<file path="src/hdl/omd_pkg.sv">
package omd_pkg;
  // register addresses on the serial register port
  localparam logic [7:0] OFS_MOTION_THRESHOLD   = 8'h5A;
  localparam logic [7:0] OFS_ORIENT_ANGLE_LIMIT = 8'h5C;
  localparam logic [7:0] OFS_ROTATION_HYST      = 8'h5F;
  // reset values
  localparam logic [7:0] RST_MOTION_THRESHOLD   = 8'h08;
  localparam logic [7:0] RST_ORIENT_ANGLE_LIMIT = 8'h0C;
  localparam logic [7:0] RST_ROTATION_HYST      = 8'h14;
  // hysteresis field layout: low five bits, upper three trim
  localparam int HYST_FIELD_W   = 5;
  localparam int TRIM_LSB       = 5;
  // orientation angle limit scale, counts per g
  localparam logic [7:0] ANGLE_SCALE_CPG = 8'h20;
  // hysteresis reset field (0x14) corresponds to 15 degrees
  localparam int HYST_RESET_DEG = 15;
  localparam int HYST_MAX_DEG   = 45;
  // threshold scales with range: shift of the 8-bit code per range
  localparam logic [1:0] RANGE_2G = 2'h0;
  localparam logic [1:0] RANGE_4G = 2'h1;
  localparam logic [1:0] RANGE_8G = 2'h2;
  // orientation report codes
  typedef enum logic [2:0] {
    OMD_FACE_UP, OMD_FACE_DOWN, OMD_ROT_0, OMD_ROT_90, OMD_ROT_180,
    OMD_ROT_270
  } omd_orient_t;
endpackage

</file>
<file path="src/hdl/omd_top.sv">
// Operation
// - motion threshold is scaled by selected g range; default 0.5 g at 8 g.
// - screen orientation changes only while tilt exceeds angle limit.
// - programmed hysteresis separates rotation states, up to 45 degrees.
// - report face up, face down and four screen rotations.
// - upright when |ax| below half-g-scale and ay above cosine-scale limit.
// - near flat, face up or down follows sign of z acceleration.
// - orientation change must persist for the 8-bit count of samples.
// - each orientation debounce count equals one sample period.
// - motion goes active when any filtered axis exceeds the threshold.
// - unlatched mode reports return to inactive.
// - motion state changes qualified by 8-bit count of motion samples.
`timescale 1ns/1ns
module omd_top
  import omd_pkg::*;
(
  // clock and reset
  input  wire logic       i_clk,
  input  wire logic       i_rst_b,
  // register port
  input  wire logic       i_reg_wr,
  input  wire logic [7:0] i_reg_addr,
  input  wire logic [7:0] i_reg_wdata,
  output logic      [7:0] o_reg_rdata,
  // control bits held outside this block
  input  wire logic       i_operating_enable,
  input  wire logic       i_range_select_high,
  input  wire logic       i_range_select_low,
  input  wire logic       i_motion_latched,
  input  wire logic       i_motion_ack,
  input  wire logic [7:0] i_orient_debounce_count,
  input  wire logic [7:0] i_motion_debounce_count,
  // orientation sample set, 8-bit at 32 counts per g
  input  wire logic       i_orient_sample,
  input  wire logic [7:0] i_ax,
  input  wire logic [7:0] i_ay,
  input  wire logic [7:0] i_az,
  // motion sample set, high-pass filtered, 8-bit at 2 g scale
  input  wire logic       i_motion_sample,
  input  wire logic [7:0] i_hx,
  input  wire logic [7:0] i_hy,
  input  wire logic [7:0] i_hz,
  // results
  output logic      [2:0] o_orientation,
  output logic            o_orientation_change,
  output logic            o_motion_active,
  output logic            o_motion_event
);
  // ****************************************************************
  // registers
  // ****************************************************************
  logic [7:0] thr_reg;
  logic [7:0] ang_reg;
  logic [7:0] hys_reg;

  omd_regs u_regs (
    .i_clk                     (i_clk),
    .i_rst_b                   (i_rst_b),
    .i_wr                      (i_reg_wr),
    .i_addr                    (i_reg_addr),
    .i_wdata                   (i_reg_wdata),
    .o_rdata                   (o_reg_rdata),
    .o_motion_threshold        (thr_reg),
    .o_orientation_angle_limit (ang_reg),
    .o_rotation_hysteresis     (hys_reg)
  );

  // ****************************************************************
  // working copies, taken only while the engines are stopped
  // ****************************************************************
  logic [7:0] thr;
  logic [7:0] next_thr;
  logic [7:0] ang;
  logic [7:0] next_ang;
  logic [4:0] hys;
  logic [4:0] next_hys;

  // engines keep the old value while running, so a live write waits for the next stop
  always_comb begin
    next_thr = thr;
    next_ang = ang;
    next_hys = hys;
    if (!i_operating_enable) begin
      next_thr = thr_reg;
      next_ang = ang_reg;
      next_hys = hys_reg[HYST_FIELD_W-1:0];
    end
  end

  always_ff @(posedge i_clk or negedge i_rst_b) begin
    if (!i_rst_b) begin
      thr <= RST_MOTION_THRESHOLD;
      ang <= RST_ORIENT_ANGLE_LIMIT;
      hys <= RST_ROTATION_HYST[HYST_FIELD_W-1:0];
    end else begin
      thr <= next_thr;
      ang <= next_ang;
      hys <= next_hys;
    end
  end

  // ****************************************************************
  // orientation classifier
  // ****************************************************************
  function automatic logic [7:0] mag(input logic [7:0] v);
    mag = v[7] ? 8'(-v) : v;
  endfunction

  logic [7:0] max_x;
  logic [7:0] max_y;
  logic [7:0] abs_x;
  logic [7:0] abs_y;
  logic [7:0] lim_hi;
  logic [7:0] lim_lo;
  logic [8:0] hys_off;
  omd_orient_t cand;
  omd_orient_t cur;

  // hysteresis widens the band: 15 deg (code 20) gives 0.5 g / 0.866 g
  always_comb begin
    abs_x   = mag(i_ax);
    abs_y   = mag(i_ay);
    max_x   = abs_x;
    max_y   = abs_y;
    hys_off = 9'({4'h0, hys} >> 2);
    lim_lo  = 8'(9'h10 - hys_off + 9'h05); // 16 counts = 0.5 g at default
    lim_hi  = 8'(9'h1C + hys_off - 9'h05); // 28 counts ~ 0.866 g
    cand    = cur;
    if (max_x < ang && max_y < ang) begin
      cand = i_az[7] ? OMD_FACE_DOWN : OMD_FACE_UP;
    end else if (abs_x < lim_lo && !i_ay[7] && abs_y > lim_hi) begin
      cand = OMD_ROT_0;
    end else if (abs_y < lim_lo && !i_ax[7] && abs_x > lim_hi) begin
      cand = OMD_ROT_90;
    end else if (abs_x < lim_lo && i_ay[7] && abs_y > lim_hi) begin
      cand = OMD_ROT_180;
    end else if (abs_y < lim_lo && i_ax[7] && abs_x > lim_hi) begin
      cand = OMD_ROT_270;
    end
  end

  logic [2:0] orient_raw;

  omd_debounce #(.W(3)) u_orient_db (
    .i_clk         (i_clk),
    .i_rst_b       (i_rst_b),
    .i_sample      (i_orient_sample && i_operating_enable),
    .i_cand        (cand),
    .i_count       (i_orient_debounce_count),
    .i_reset_state (3'h0),
    .o_state       (orient_raw),
    .o_change      (o_orientation_change)
  );

  assign cur           = omd_orient_t'(orient_raw);
  assign o_orientation = orient_raw;

  // ****************************************************************
  // motion engine
  // ****************************************************************
  logic [7:0] thr_scaled;
  logic       over;

  // sample data are at 2 g scale; wider ranges mean larger steps per code
  always_comb begin
    case ({i_range_select_high, i_range_select_low})
      RANGE_2G: thr_scaled = thr;
      RANGE_4G: thr_scaled = (thr > 8'h7F) ? 8'hFF : 8'(thr << 1);
      RANGE_8G: thr_scaled = (thr > 8'h3F) ? 8'hFF : 8'(thr << 2);
      default:  thr_scaled = thr;
    endcase
    over = mag(i_hx) > thr_scaled || mag(i_hy) > thr_scaled
        || mag(i_hz) > thr_scaled;
  end

  logic       mot_state;
  logic       mot_chg;
  logic       ind;
  logic       next_ind;
  logic       evt;
  logic       next_evt;

  omd_debounce #(.W(1)) u_motion_db (
    .i_clk         (i_clk),
    .i_rst_b       (i_rst_b),
    .i_sample      (i_motion_sample && i_operating_enable),
    .i_cand        (over),
    .i_count       (i_motion_debounce_count),
    .i_reset_state (1'b0),
    .o_state       (mot_state),
    .o_change      (mot_chg)
  );

  // a new activation beats an acknowledge in the same cycle
  always_comb begin
    next_ind = ind;
    next_evt = 1'b0;
    if (i_motion_latched) begin
      if (i_motion_ack) next_ind = 1'b0;
      if (mot_chg && mot_state) begin
        next_ind = 1'b1;
        next_evt = 1'b1;
      end
    end else begin
      next_ind = mot_state;
      next_evt = mot_chg;
    end
  end

  always_ff @(posedge i_clk or negedge i_rst_b) begin
    if (!i_rst_b) begin
      ind <= 1'b0;
      evt <= 1'b0;
    end else begin
      ind <= next_ind;
      evt <= next_evt;
    end
  end

  assign o_motion_active = ind;
  assign o_motion_event  = evt;

  // ****************************************************************
  // checks
  // ****************************************************************
  property p_copy_frozen;
    @(posedge i_clk) disable iff (!i_rst_b)
      $past(i_operating_enable) |-> thr == $past(thr);
  endproperty
  a_copy_frozen: assert property (p_copy_frozen)
    else $error("threshold copy changed while running");

  property p_latched_hold;
    @(posedge i_clk) disable iff (!i_rst_b)
      i_motion_latched && ind && !i_motion_ack ##1 i_motion_latched
        |-> ind;
  endproperty
  a_latched_hold: assert property (p_latched_hold)
    else $error("latched motion dropped without acknowledge");

  property p_unlatched_follow;
    @(posedge i_clk) disable iff (!i_rst_b)
      !i_motion_latched |=> ind == $past(mot_state);
  endproperty
  a_unlatched_follow: assert property (p_unlatched_follow)
    else $error("unlatched motion does not follow state");

  property p_flat_face;
    @(posedge i_clk) disable iff (!i_rst_b)
      abs_x < ang && abs_y < ang |->
        (cand == OMD_FACE_UP || cand == OMD_FACE_DOWN);
  endproperty
  a_flat_face: assert property (p_flat_face)
    else $error("flat device not classed face up or down");

  property p_change_pulse;
    @(posedge i_clk) disable iff (!i_rst_b)
      o_orientation_change
        |-> $past(i_orient_sample) && $past(i_operating_enable);
  endproperty
  a_change_pulse: assert property (p_change_pulse)
    else $error("orientation change without an orientation sample");

  // a motion state change needs a motion sample taken while running
  property p_motion_cause;
    @(posedge i_clk) disable iff (!i_rst_b)
      mot_chg |-> $past(i_motion_sample) && $past(i_operating_enable);
  endproperty
  a_motion_cause: assert property (p_motion_cause)
    else $error("motion state changed without a motion sample");

  // a new rotation state only when the tilt was above the limit
  property p_tilt_gate;
    @(posedge i_clk) disable iff (!i_rst_b)
      o_orientation_change && o_orientation > 3'h1
        |-> $past(abs_x >= ang || abs_y >= ang);
  endproperty
  a_tilt_gate: assert property (p_tilt_gate)
    else $error("screen rotated while below the angle limit");

  // two unlatched cycles: any level change carries an event pulse
  property p_unlatched_event;
    @(posedge i_clk) disable iff (!i_rst_b)
      !i_motion_latched ##1 !i_motion_latched ##1 ind != $past(ind)
        |-> evt;
  endproperty
  a_unlatched_event: assert property (p_unlatched_event)
    else $error("unlatched motion change without an event");

  // wide range must saturate, never wrap below the raw code
  property p_range_sat;
    @(posedge i_clk) disable iff (!i_rst_b)
      {i_range_select_high, i_range_select_low} == RANGE_8G
        |-> thr_scaled >= thr;
  endproperty
  a_range_sat: assert property (p_range_sat)
    else $error("scaled motion threshold wrapped");

  c_motion: cover property (@(posedge i_clk) disable iff (!i_rst_b)
    $rose(ind));
  c_orient: cover property (@(posedge i_clk) disable iff (!i_rst_b)
    o_orientation_change);
  c_ack: cover property (@(posedge i_clk) disable iff (!i_rst_b)
    $fell(ind) && i_motion_latched);
endmodule

</file>
<file path="src/hdl/omd_debounce.sv">
`timescale 1ns/1ns
// counts consecutive qualifying samples before accepting a new state
module omd_debounce
  import omd_pkg::*;
#(
  parameter int W = 3
) (
  // clock and reset
  input  wire logic         i_clk,
  input  wire logic         i_rst_b,
  // sample strobe and candidate
  input  wire logic         i_sample,
  input  wire logic [W-1:0] i_cand,
  input  wire logic [7:0]   i_count,
  input  wire logic [W-1:0] i_reset_state,
  // accepted state
  output logic      [W-1:0] o_state,
  output logic              o_change
);
  logic [W-1:0] state;
  logic [W-1:0] next_state;
  logic [W-1:0] pend;
  logic [W-1:0] next_pend;
  logic [7:0]   cnt;
  logic [7:0]   next_cnt;
  logic         chg;
  logic         next_chg;

  // widths below one bit cannot hold a state
  if (W < 1) begin : g_bad_width
    $error("debounce state width must be at least one bit");
  end

  // counter restarts whenever the candidate wavers, so a change must persist
  always_comb begin
    next_state = state;
    next_pend  = pend;
    next_cnt   = cnt;
    next_chg   = 1'b0;
    if (i_sample) begin
      if (i_cand == state) begin
        next_cnt  = 8'h00;
        next_pend = state;
      end else if (i_cand != pend) begin
        next_pend = i_cand;
        next_cnt  = 8'h01;
        if (i_count <= 8'h01) begin
          next_state = i_cand;
          next_chg   = 1'b1;
          next_cnt   = 8'h00;
        end
      end else if (cnt + 8'h01 >= i_count) begin
        next_state = pend;
        next_chg   = 1'b1;
        next_cnt   = 8'h00;
      end else begin
        next_cnt = cnt + 8'h01;
      end
    end
  end

  always_ff @(posedge i_clk or negedge i_rst_b) begin
    if (!i_rst_b) begin
      state <= '0;
      pend  <= '0;
      cnt   <= 8'h00;
      chg   <= 1'b0;
    end else begin
      state <= next_state;
      pend  <= next_pend;
      cnt   <= next_cnt;
      chg   <= next_chg;
    end
  end

  assign o_state  = state ^ i_reset_state;
  assign o_change = chg;
endmodule

</file>
<file path="src/hdl/omd_regs.sv">
`timescale 1ns/1ns
// the three configuration registers of the detection engines
module omd_regs
  import omd_pkg::*;
(
  // clock and reset
  input  wire logic       i_clk,
  input  wire logic       i_rst_b,
  // register port
  input  wire logic       i_wr,
  input  wire logic [7:0] i_addr,
  input  wire logic [7:0] i_wdata,
  output logic      [7:0] o_rdata,
  // register contents
  output logic      [7:0] o_motion_threshold,
  output logic      [7:0] o_orientation_angle_limit,
  output logic      [7:0] o_rotation_hysteresis
);
  logic [7:0] thr;
  logic [7:0] next_thr;
  logic [7:0] ang;
  logic [7:0] next_ang;
  logic [7:0] hys;
  logic [7:0] next_hys;
  logic [7:0] rd;
  logic [7:0] next_rd;

  // decode writes; unmapped addresses read as zero
  always_comb begin
    next_thr = thr;
    next_ang = ang;
    next_hys = hys;
    if (i_wr && i_addr == OFS_MOTION_THRESHOLD)   next_thr = i_wdata;
    if (i_wr && i_addr == OFS_ORIENT_ANGLE_LIMIT) next_ang = i_wdata;
    if (i_wr && i_addr == OFS_ROTATION_HYST)      next_hys = i_wdata;
    case (i_addr)
      OFS_MOTION_THRESHOLD:   next_rd = thr;
      OFS_ORIENT_ANGLE_LIMIT: next_rd = ang;
      OFS_ROTATION_HYST:      next_rd = hys;
      default:                next_rd = 8'h00;
    endcase
  end

  always_ff @(posedge i_clk or negedge i_rst_b) begin
    if (!i_rst_b) begin
      thr <= RST_MOTION_THRESHOLD;
      ang <= RST_ORIENT_ANGLE_LIMIT;
      hys <= RST_ROTATION_HYST;
      rd  <= 8'h00;
    end else begin
      thr <= next_thr;
      ang <= next_ang;
      hys <= next_hys;
      rd  <= next_rd;
    end
  end

  assign o_rdata                   = rd;
  assign o_motion_threshold        = thr;
  assign o_orientation_angle_limit = ang;
  assign o_rotation_hysteresis     = hys;
endmodule

</file>
<file path="config.mk">
export PLATFORM = sky130hd
export DESIGN_NAME = omd_top
export DESIGN_NICKNAME = d
export VERILOG_FILES = /design/src/hdl/omd_pkg.sv /design/src/hdl/omd_top.sv /design/src/hdl/omd_debounce.sv /design/src/hdl/omd_regs.sv
export SDC_FILE = /design/constraint.sdc
export NUM_CORES = 1
export LEC_CHECK = 0
export BUFFER_PORTS_ARGS = -buffer_cell sky130_fd_sc_hd__buf_4
export CORE_MARGIN = 8
export CORE_UTILIZATION = 30
export DETAILED_ROUTE_END_ITERATION = 8
export GPL_TIMING_DRIVEN = 0
export PLACE_DENSITY_LB_ADDON = 0.12
export SLEW_MARGIN = 20
export SYNTH_ARGS = -nofsm -noshare
export SYNTH_HDL_FRONTEND = slang
export SYNTH_SLANG_ARGS = --single-unit
</file>
<file path="constraint.sdc">
create_clock -name i_clk -period 5.06 [get_ports i_clk]
set_input_delay 1.012 -clock i_clk [delete_from_list [all_inputs] [get_ports i_clk]]
set_output_delay 1.012 -clock i_clk [all_outputs]
set_load 0.005 [all_outputs]
</file>
==> summary.md, run 1 <==
| Metric | Value |
|---|---|
| Run status | `finished clean` |
| HPWL Detailed | `13100 um` |
| Crit path capture type | `flop` |
| Fraction of the yosys area taken by sequential cells | `31.7%` |
| Detailed-route wire length | `16100 um` |
| Post-synthesis share of cell area spent on and, or, nand and nor gates | `15.0%` |
| Starting utilization of the core area | `30.2%` |
| Final-report setup violation count | `0` |
| Area Growth Syn to Fin | `23.6%` |
| Number of buffers added on ports | `95` |
| Synthesized net count | `839` |
| Count of cell types in the netlist | `70` |
| P_leak | `3.74 nW` |
| Via-to-Cell Ratio | `4.96` |
| Drt pass-1 iters | `4` |
| Overall die area | `25800 um2` |
| Net switching fraction of the power | `31.8%` |
| I/O Pins | `104` |
| Largest family of logic cells by synthesized area | `adder cells` |
| Vias in the first global route | `5521` |
| Number of nets still failing antenna checks after routing | `0` |
| First-pass GRT wire length | `26900 um` |
| Final hold vios | `0` |
| XOR/XNOR Fraction of Synth Area | `6.11%` |
| Number of sinks driven by the clock tree | `79` |
| Clock tree from TritonCTS | `yes` |
| Die width | `161 um` |
| CTS Hold Bufs | `0` |
| Crit Path Class | `input port to flop` |
| Global-route total usage across every layer | `12.5%` |
| Compound-Gate Fraction of Synth Area | `16.9%` |
| Share of cell area taken by muxes after synthesis | `8.54%` |
| Measured slew at the worst slew-check pin | `0.855 ns` |
| Core region area | `20800 um2` |
| Routability Congestion | `0.813` |
| Maximum level of the CTS H-tree | `3` |
| Antenna Cells | `0` |
| Peak supply drop | `155 uV` |
| Cell-internal power | `0.00144 W` |
| Slack of the critical path | `0.175 ns` |
| Mapped Area | `6280 um2` |
| Maximum count of clock buffers along a single path | `2` |
| Slew HR | `42.8%` |
| Worst EP arrival | `5.09 ns` |
| Post-route clock period utilization | `96.5%` |
| Relative contribution of combinational cells to total power | `34.4%` |
| Via count | `5217` |
| Placement row count | `53` |
| Max-slew violation total from the final report | `0` |
| Average instance area after synthesis | `9.48 um2` |
| Final global-route overflow total | `0` |
| Cell at the root of the clock tree | `sky130_fd_sc_hd__clkbuf_16` |
| Count of flip-flops with a built-in enable after synthesis | `0` |
| Unrepaired setup endpoints after global routing | `false` |
| Final critical delay including setup and external delays | `4.89 ns` |
| Placement Setup Slack | `-0.568 ns` |
| Async set-or-reset flop fraction in the synthesized netlist | `100%` |
| Total of max-cap violations | `0` |
| Post-Synthesis Cells | `663` |
| Net switching component of the power | `0.000672 W` |
| Vert. Die Dim | `161 um` |
| Yosys warns | `0` |
| Required arrival time at the worst endpoint | `5.27 ns` |
| Maximum frequency from static timing analysis | `205 MHz` |
| Post-CTS clock slew at the launch and capture registers of the worst setup and hold paths | `0.06 ns` |
| Clock insertion delay at the later pin of the skew report | `0.33 ns` |
| DRC violation count after routing | `0` |
| TritonCTS buffer count | `9` |
| Iteration-0 DRC count of the detailed router | `213` |
| Post-synthesis register bit count | `79` |
| Part of the power in the clock network | `30.5%` |
| Fraction of final layout cells with drive strength greater than 1 | `25.5%` |
| Routed len/inst | `15.3 um` |
| Fill cell total of the finished layout | `2163` |
| Worst hold-check path type | `flop to flop` |
| Total Nets Final | `947` |
| Hold Slack | `0.473 ns` |
| Post-Route Skew | `0.0105 ns` |
| Power Density | `272 nW/um2` |
| Startpoint kind of the worst setup timing path | `input port` |
| Dominant register cell in the synthesized netlist | `sky130_fd_sc_hd__dfrtp_1` |
| Number of antenna violations at the first check in global routing | `1` |
| Power share of the sequential group | `35.1%` |
| Adder and majority gate portion of the synthesized area | `17.5%` |
| CP Max Fanout | `10` |
| Largest net degree at the start of global routing | `80` |
area by class of cell:
class	instances	area [um2]	share of cell area, %
clock buffers	15	268	3.45
flip-flops and latches	79	1990	25.6
plain buffers	10	50.0	0.645
clock inverters	1	30.0	0.387
repair buffers	99	747	9.62
inverters	58	218	2.80
multi-input cells	514	4120	53.0
well taps	275	344	4.43
per-stage QoR:
stage / utilization [%] / std cells / power, W / instance area, um2 / TNS (ns)
floorplan: - / 663 / 0.00120 / 6280 / 0
global placement: 35.3 / 1033 / 0.00140 / 7340 / -2.93
CTS: 36.8 / 1049 / 0.00211 / 7670 / 0
finish: 37.3 / 1051 / 0.00211 / 7760 / 0
detailed placement: 35.3 / 1033 / 0.00143 / 7350 / -4.47
global route: 37.3 / 1051 / 0.00228 / 7760 / 0
path summary, 6_finish.rpt:
kind | end | slack (ns) | cells after the start | start
hold reg to reg | u_regs.o_rdata[1]$_DFF_PN0_ | 0.47 | 2 | u_regs.o_rotation_hysteresis[1]$_DFFE_PN0P_
min in group asynchronous | u_orient_db.cnt[7]$_DFFE_PN0P_ | 0.70 | 1 | i_rst_b
setup reg to reg | u_orient_db.state[0]$_DFFE_PN0P_ | 0.31 | 19 | hys[2]$_DFFE_PN1N_
hold / removal | u_regs.o_rdata[1]$_DFF_PN0_ | 0.47 | 2 | u_regs.o_rotation_hysteresis[1]$_DFFE_PN0P_
max in group asynchronous | u_regs.o_rdata[3]$_DFF_PN0_ | 3.84 | 1 | i_rst_b
setup / recovery | u_orient_db.state[0]$_DFFE_PN0P_ | 0.17 | 19 | i_ay[0]
repair_timing:
item                                    in CTS  in global routing
resized for setup                            4                 17
hold endpoints to repair                     0                  0
endpoints found under the setup margin       3                 21
gates cloned                                 0                  0
buffers inserted                             0                  4
pin swaps                                    0                  8
cells in the mapped netlist (3+ instances only):
cell | n | area [um2]
sky130_fd_sc_hd__or3b_1 | 4 | 35.0
sky130_fd_sc_hd__o21a_1 | 7 | 52.6
sky130_fd_sc_hd__a21o_1 | 10 | 75.1
sky130_fd_sc_hd__a22oi_1 | 9 | 67.6
sky130_fd_sc_hd__mux2i_1 | 3 | 30.0
sky130_fd_sc_hd__or3_1 | 6 | 37.5
sky130_fd_sc_hd__nand4_1 | 7 | 43.8
sky130_fd_sc_hd__dfstp_2 | 10 | 263
sky130_fd_sc_hd__o31ai_1 | 9 | 67.6
sky130_fd_sc_hd__ha_1 | 86 | 1080
sky130_fd_sc_hd__a221o_1 | 6 | 60.1
sky130_fd_sc_hd__nor2b_1 | 7 | 43.8
sky130_fd_sc_hd__a21oi_1 | 29 | 145
sky130_fd_sc_hd__nor2_1 | 24 | 90.1
sky130_fd_sc_hd__nand2_1 | 59 | 221
sky130_fd_sc_hd__and3_1 | 6 | 37.5
sky130_fd_sc_hd__nand3b_1 | 6 | 45.0
sky130_fd_sc_hd__a31oi_1 | 4 | 25.0
sky130_fd_sc_hd__dfrtp_1 | 69 | 1730
sky130_fd_sc_hd__mux2_2 | 44 | 495
sky130_fd_sc_hd__nand3_1 | 18 | 90.1
sky130_fd_sc_hd__nand2b_1 | 15 | 93.8
sky130_fd_sc_hd__xnor2_1 | 32 | 280
sky130_fd_sc_hd__clkbuf_1 | 8 | 30.0
sky130_fd_sc_hd__nor4_1 | 7 | 43.8
sky130_fd_sc_hd__inv_1 | 58 | 218
sky130_fd_sc_hd__a21boi_0 | 3 | 22.5
sky130_fd_sc_hd__nor3_1 | 4 | 20.0
sky130_fd_sc_hd__o21ai_1 | 4 | 20.0
sky130_fd_sc_hd__a32o_1 | 7 | 70.1
sky130_fd_sc_hd__o21ai_0 | 47 | 235
sky130_fd_sc_hd__nor4b_1 | 3 | 26.3
sky130_fd_sc_hd__xor2_1 | 10 | 87.6
cell families (layout without fill, tap and decap cells):
kind of cell	Yosys count	count (layout)
flops	79	79
buf+inv	70	183
mux	48	48
xor+xnor	43	43
fa+ha+maj	88	88
compound gates	156	156
simple gates	179	179
layer usage:
metal,track usage (%),share of wire (%),vias to the layer above
li1,-,-,2626
met1,16.0,47,2489
met2,20.8,47,84
met3,3.15,4.7,16
met4,2.90,1.0,2
met5,0,0.081,-
layout by cell type, fill, tap and decap left out, drive strengths merged, types with 3 or more instances in the layout:
cell type  netlist  routed
a22oi            9       9
and3             6       6
inv             58      58
dfrtp           69      69
xor2            11      11
buf              4     103
nor2            24      24
nand4            7       7
nand3           19      19
o22ai            3       3
a31oi            4       4
nor4b            3       3
mux2i            3       3
nor2b            7       7
nor3             4       4
ha              86      86
a21boi           4       4
clkbuf           8      21
nand2           59      59
a32o             7       7
or3b             6       6
a221o            6       6
o31ai            9       9
o21ai           51      51
o21a             7       7
nand2b          15      15
or3              6       6
a21oi           29      29
nand3b           7       7
nor4             7       7
mux2            45      45
dfstp           10      10
a21o            10      10
xnor2           32      32
worst max-delay path: stages:
cell and delay (ns):
sky130_fd_sc_hd__buf_4 0.13, sky130_fd_sc_hd__inv_2 0.08, sky130_fd_sc_hd__ha_4 0.14, sky130_fd_sc_hd__or3b_2 0.45, sky130_fd_sc_hd__nor3b_1 0.16, sky130_fd_sc_hd__or2_2 0.33, sky130_fd_sc_hd__ha_1 0.32, sky130_fd_sc_hd__nand2_1 0.07
sky130_fd_sc_hd__a21oi_1 0.04, sky130_fd_sc_hd__a211o_1 0.24, sky130_fd_sc_hd__maj3_2 0.31, sky130_fd_sc_hd__or3b_4 0.40, sky130_fd_sc_hd__buf_6 0.15, sky130_fd_sc_hd__or3b_1 0.34, sky130_fd_sc_hd__a21oi_1 0.15, sky130_fd_sc_hd__o22ai_1 0.11
sky130_fd_sc_hd__a41oi_2 0.34, sky130_fd_sc_hd__nand3_2 0.17, sky130_fd_sc_hd__mux2i_1 0.15
power by group through the flow:
| stage | registers [W] | clock network, W | logic (W) |
|---|---|---|---|
| 3_3_place_gp | 0.000748 | 0 | 0.000652 |
| 3_5_place_dp | 0.000751 | 0 | 0.000681 |
| 6_report | 0.000742 | 0.000644 | 0.000727 |
| 4_1_cts | 0.000741 | 0.000668 | 0.000702 |
| 5_1_grt | 0.000751 | 0.000701 | 0.000828 |
| 2_1_floorplan | 0.000736 | 0 | 0.000460 |
Power figures use the tool's default switching activity.
==> run 2, diff against run 1 <==
--- a/config.mk
+++ b/config.mk
@@ -11,6 +11,7 @@
 export DETAILED_ROUTE_END_ITERATION = 8
 export GPL_TIMING_DRIVEN = 0
 export PLACE_DENSITY_LB_ADDON = 0.12
+export RECOVER_POWER = 25
 export SLEW_MARGIN = 20
 export SYNTH_ARGS = -nofsm -noshare
 export SYNTH_HDL_FRONTEND = slang
==> run 2 against run 1 <==
  * The flow now finishes with violations (capacitance limit, slew limit)
  * Sequential power barely moved
  * Global-route usage did not move
  * Clock skew did not move
  * Critical path depth did not move
  * Power barely moved
  * Utilization barely moved
  * Worst setup slack barely moved
  * Sequential cell count did not move
  * Critical path type unchanged
  * Largest power group unchanged
==> summary.md, run 2 (synthesis results as in run 1) <==
| Metric | Value |
|---|---|
| Post-route clock period utilization | `96.5%` |
| Unrepaired setup endpoints after global routing | `false` |
| Post-CTS clock slew at the launch and capture registers of the worst setup and hold paths | `0.06 ns` |
| TritonCTS buffer count | `9` |
| Power Density | `272 nW/um2` |
| Total Nets Final | `947` |
| Post-Route Skew | `0.0105 ns` |
| Maximum count of clock buffers along a single path | `2` |
| Vert. Die Dim | `161 um` |
| Clock insertion delay at the later pin of the skew report | `0.33 ns` |
| First-pass GRT wire length | `26900 um` |
| Maximum frequency from static timing analysis | `205 MHz` |
| Most common library cell in the layout ignoring fill and taps | `sky130_fd_sc_hd__buf_4` |
| Routability Congestion | `0.813` |
| HPWL Detailed | `13100 um` |
| Placement Setup Slack | `-0.568 ns` |
| DRC violation count after routing | `0` |
| Number of placed cells counting well taps | `1033` |
| Fraction of final layout cells with drive strength greater than 1 | `25.3%` |
| Measured slew at the worst slew-check pin | `3.49 ns` |
| Run status | `finished, violations left` |
| Number of sinks driven by the clock tree | `79` |
| P_leak | `3.74 nW` |
| Crit path capture type | `flop` |
| Post-detailed-placement cell area | `7350 um2` |
| Area Growth Syn to Fin | `23.5%` |
| Final cell count without fillers | `1051` |
| Core region area | `20800 um2` |
| Routed len/inst | `15.3 um` |
| Final critical delay including setup and external delays | `4.89 ns` |
| Detailed-route wire length | `16100 um` |
| Clock tree from TritonCTS | `yes` |
| Layout Utilization | `37.3%` |
| Antenna Cells | `0` |
| Startpoint kind of the worst setup timing path | `input port` |
| Final hold vios | `0` |
| Required arrival time at the worst endpoint | `5.27 ns` |
| Drt pass-1 iters | `4` |
| Via-to-Cell Ratio | `4.96` |
| Cell area after layout | `7760 um2` |
| Vias in the first global route | `5521` |
| Starting utilization of the core area | `30.2%` |
| Total power | `0.00211 W` |
| Most frequent cells in the layout | `sky130_fd_sc_hd__buf_4, sky130_fd_sc_hd__ha_1, sky130_fd_sc_hd__dfrtp_1` |
| Iteration-0 DRC count of the detailed router | `213` |
| Maximum level of the CTS H-tree | `3` |
| CP Max Fanout | `10` |
| Violated checks | `capacitance limit, slew limit` |
| Via count | `5217` |
| Final global-route overflow total | `0` |
| Crit Path Class | `input port to flop` |
| Largest net degree at the start of global routing | `80` |
| Slew HR | `-132%` |
| Cell at the root of the clock tree | `sky130_fd_sc_hd__clkbuf_16` |
| Placement row count | `53` |
| Max-slew violation total from the final report | `80` |
| Number of antenna violations at the first check in global routing | `1` |
| Peak supply drop | `155 uV` |
| Die width | `161 um` |
| Worst EP arrival | `5.09 ns` |
| Overall die area | `25800 um2` |
| I/O Pins | `104` |
| Final-report setup violation count | `0` |
| Number of nets still failing antenna checks after routing | `0` |
| Slack of the critical path | `0.175 ns` |
| CTS Hold Bufs | `0` |
| Number of buffers added on ports | `95` |
| Global-route total usage across every layer | `12.5%` |
| Total of max-cap violations | `1` |
| Worst hold-check path type | `flop to flop` |
run 2: changes by cell type in the layout (fill, tap and decap cells not counted):
cell and delta:
sky130_fd_sc_hd__clkbuf_1 +1, sky130_fd_sc_hd__dlygate4sd2_1 +1, sky130_fd_sc_hd__buf_6 -1, sky130_fd_sc_hd__buf_4 -1
run 2: worst paths after layout:
check / start / end / slack, ns / depth (start not counted)
min in group asynchronous: i_rst_b / u_orient_db.cnt[7]$_DFFE_PN0P_ / 2.00 / 1
hold / removal: u_regs.o_rotation_hysteresis[1]$_DFFE_PN0P_ / u_regs.o_rdata[1]$_DFF_PN0_ / 0.47 / 2
max in group asynchronous: i_rst_b / u_regs.o_rdata[3]$_DFF_PN0_ / 1.06 / 1
setup reg to reg: hys[2]$_DFFE_PN1N_ / u_orient_db.state[0]$_DFFE_PN0P_ / 0.31 / 19
hold reg to reg: u_regs.o_rotation_hysteresis[1]$_DFFE_PN0P_ / u_regs.o_rdata[1]$_DFF_PN0_ / 0.47 / 2
setup / recovery: i_ay[0] / u_orient_db.state[0]$_DFFE_PN0P_ / 0.17 / 19
run 2: per-stage QoR:
step	hold slack, ns	TNS (ns)
3_5_place_dp	0.459	-4.47
5_1_grt	0.510	0
3_3_place_gp	0.464	-2.93
6_report	0.473	0
2_1_floorplan	0.433	0
4_1_cts	0.473	0
run 2: repair_timing:
action	in CTS	in global routing
endpoints found under the setup margin	3	21
pin swaps	0	8
resized for setup	4	17
buffers inserted	0	4
run 2: final cells by class:
class,instances,area (um2)
Buffer,10,50.0
Clock buffer,15,268
Clock inverter,1,30.0
Fill cell,2161,13100
Inverter,58,218
Multi-Input combinational cell,514,4120
Sequential cell,79,1990
Tap cell,275,344
Timing Repair Buffer,99,741
run 2: power breakdown:
| part | total [W] | internal (W) | switching (W) | leakage, nW |
|---|---|---|---|---|
| clock network | 0.000644 | 0.000410 | 0.000235 | 0.144 |
| logic | 0.000726 | 0.000345 | 0.000381 | 2.56 |
| registers | 0.000743 | 0.000687 | 0.0000559 | 1.04 |
run 2: critical path, cell delays in order:
cell and delay [ns]:
sky130_fd_sc_hd__buf_4 0.13, sky130_fd_sc_hd__inv_2 0.08, sky130_fd_sc_hd__ha_4 0.14, sky130_fd_sc_hd__or3b_2 0.45
sky130_fd_sc_hd__nor3b_1 0.16, sky130_fd_sc_hd__or2_2 0.33, sky130_fd_sc_hd__ha_1 0.32, sky130_fd_sc_hd__nand2_1 0.07
sky130_fd_sc_hd__a21oi_1 0.04, sky130_fd_sc_hd__a211o_1 0.24, sky130_fd_sc_hd__maj3_2 0.31, sky130_fd_sc_hd__or3b_4 0.40
sky130_fd_sc_hd__buf_6 0.15, sky130_fd_sc_hd__or3b_1 0.34, sky130_fd_sc_hd__a21oi_1 0.15, sky130_fd_sc_hd__o22ai_1 0.11
sky130_fd_sc_hd__a41oi_2 0.34, sky130_fd_sc_hd__nand3_2 0.17, sky130_fd_sc_hd__mux2i_1 0.15
run 2: routing by layer:
| layer | global-route usage [%] | share of wire, % | vias to the layer above |
|---|---|---|---|
| met5 | 0 | 0.081 | - |
| met4 | 2.90 | 1.0 | 2 |
| met3 | 3.15 | 4.7 | 16 |
| met2 | 20.8 | 47 | 84 |
| met1 | 16.0 | 47 | 2489 |
| li1 | - | - | 2626 |
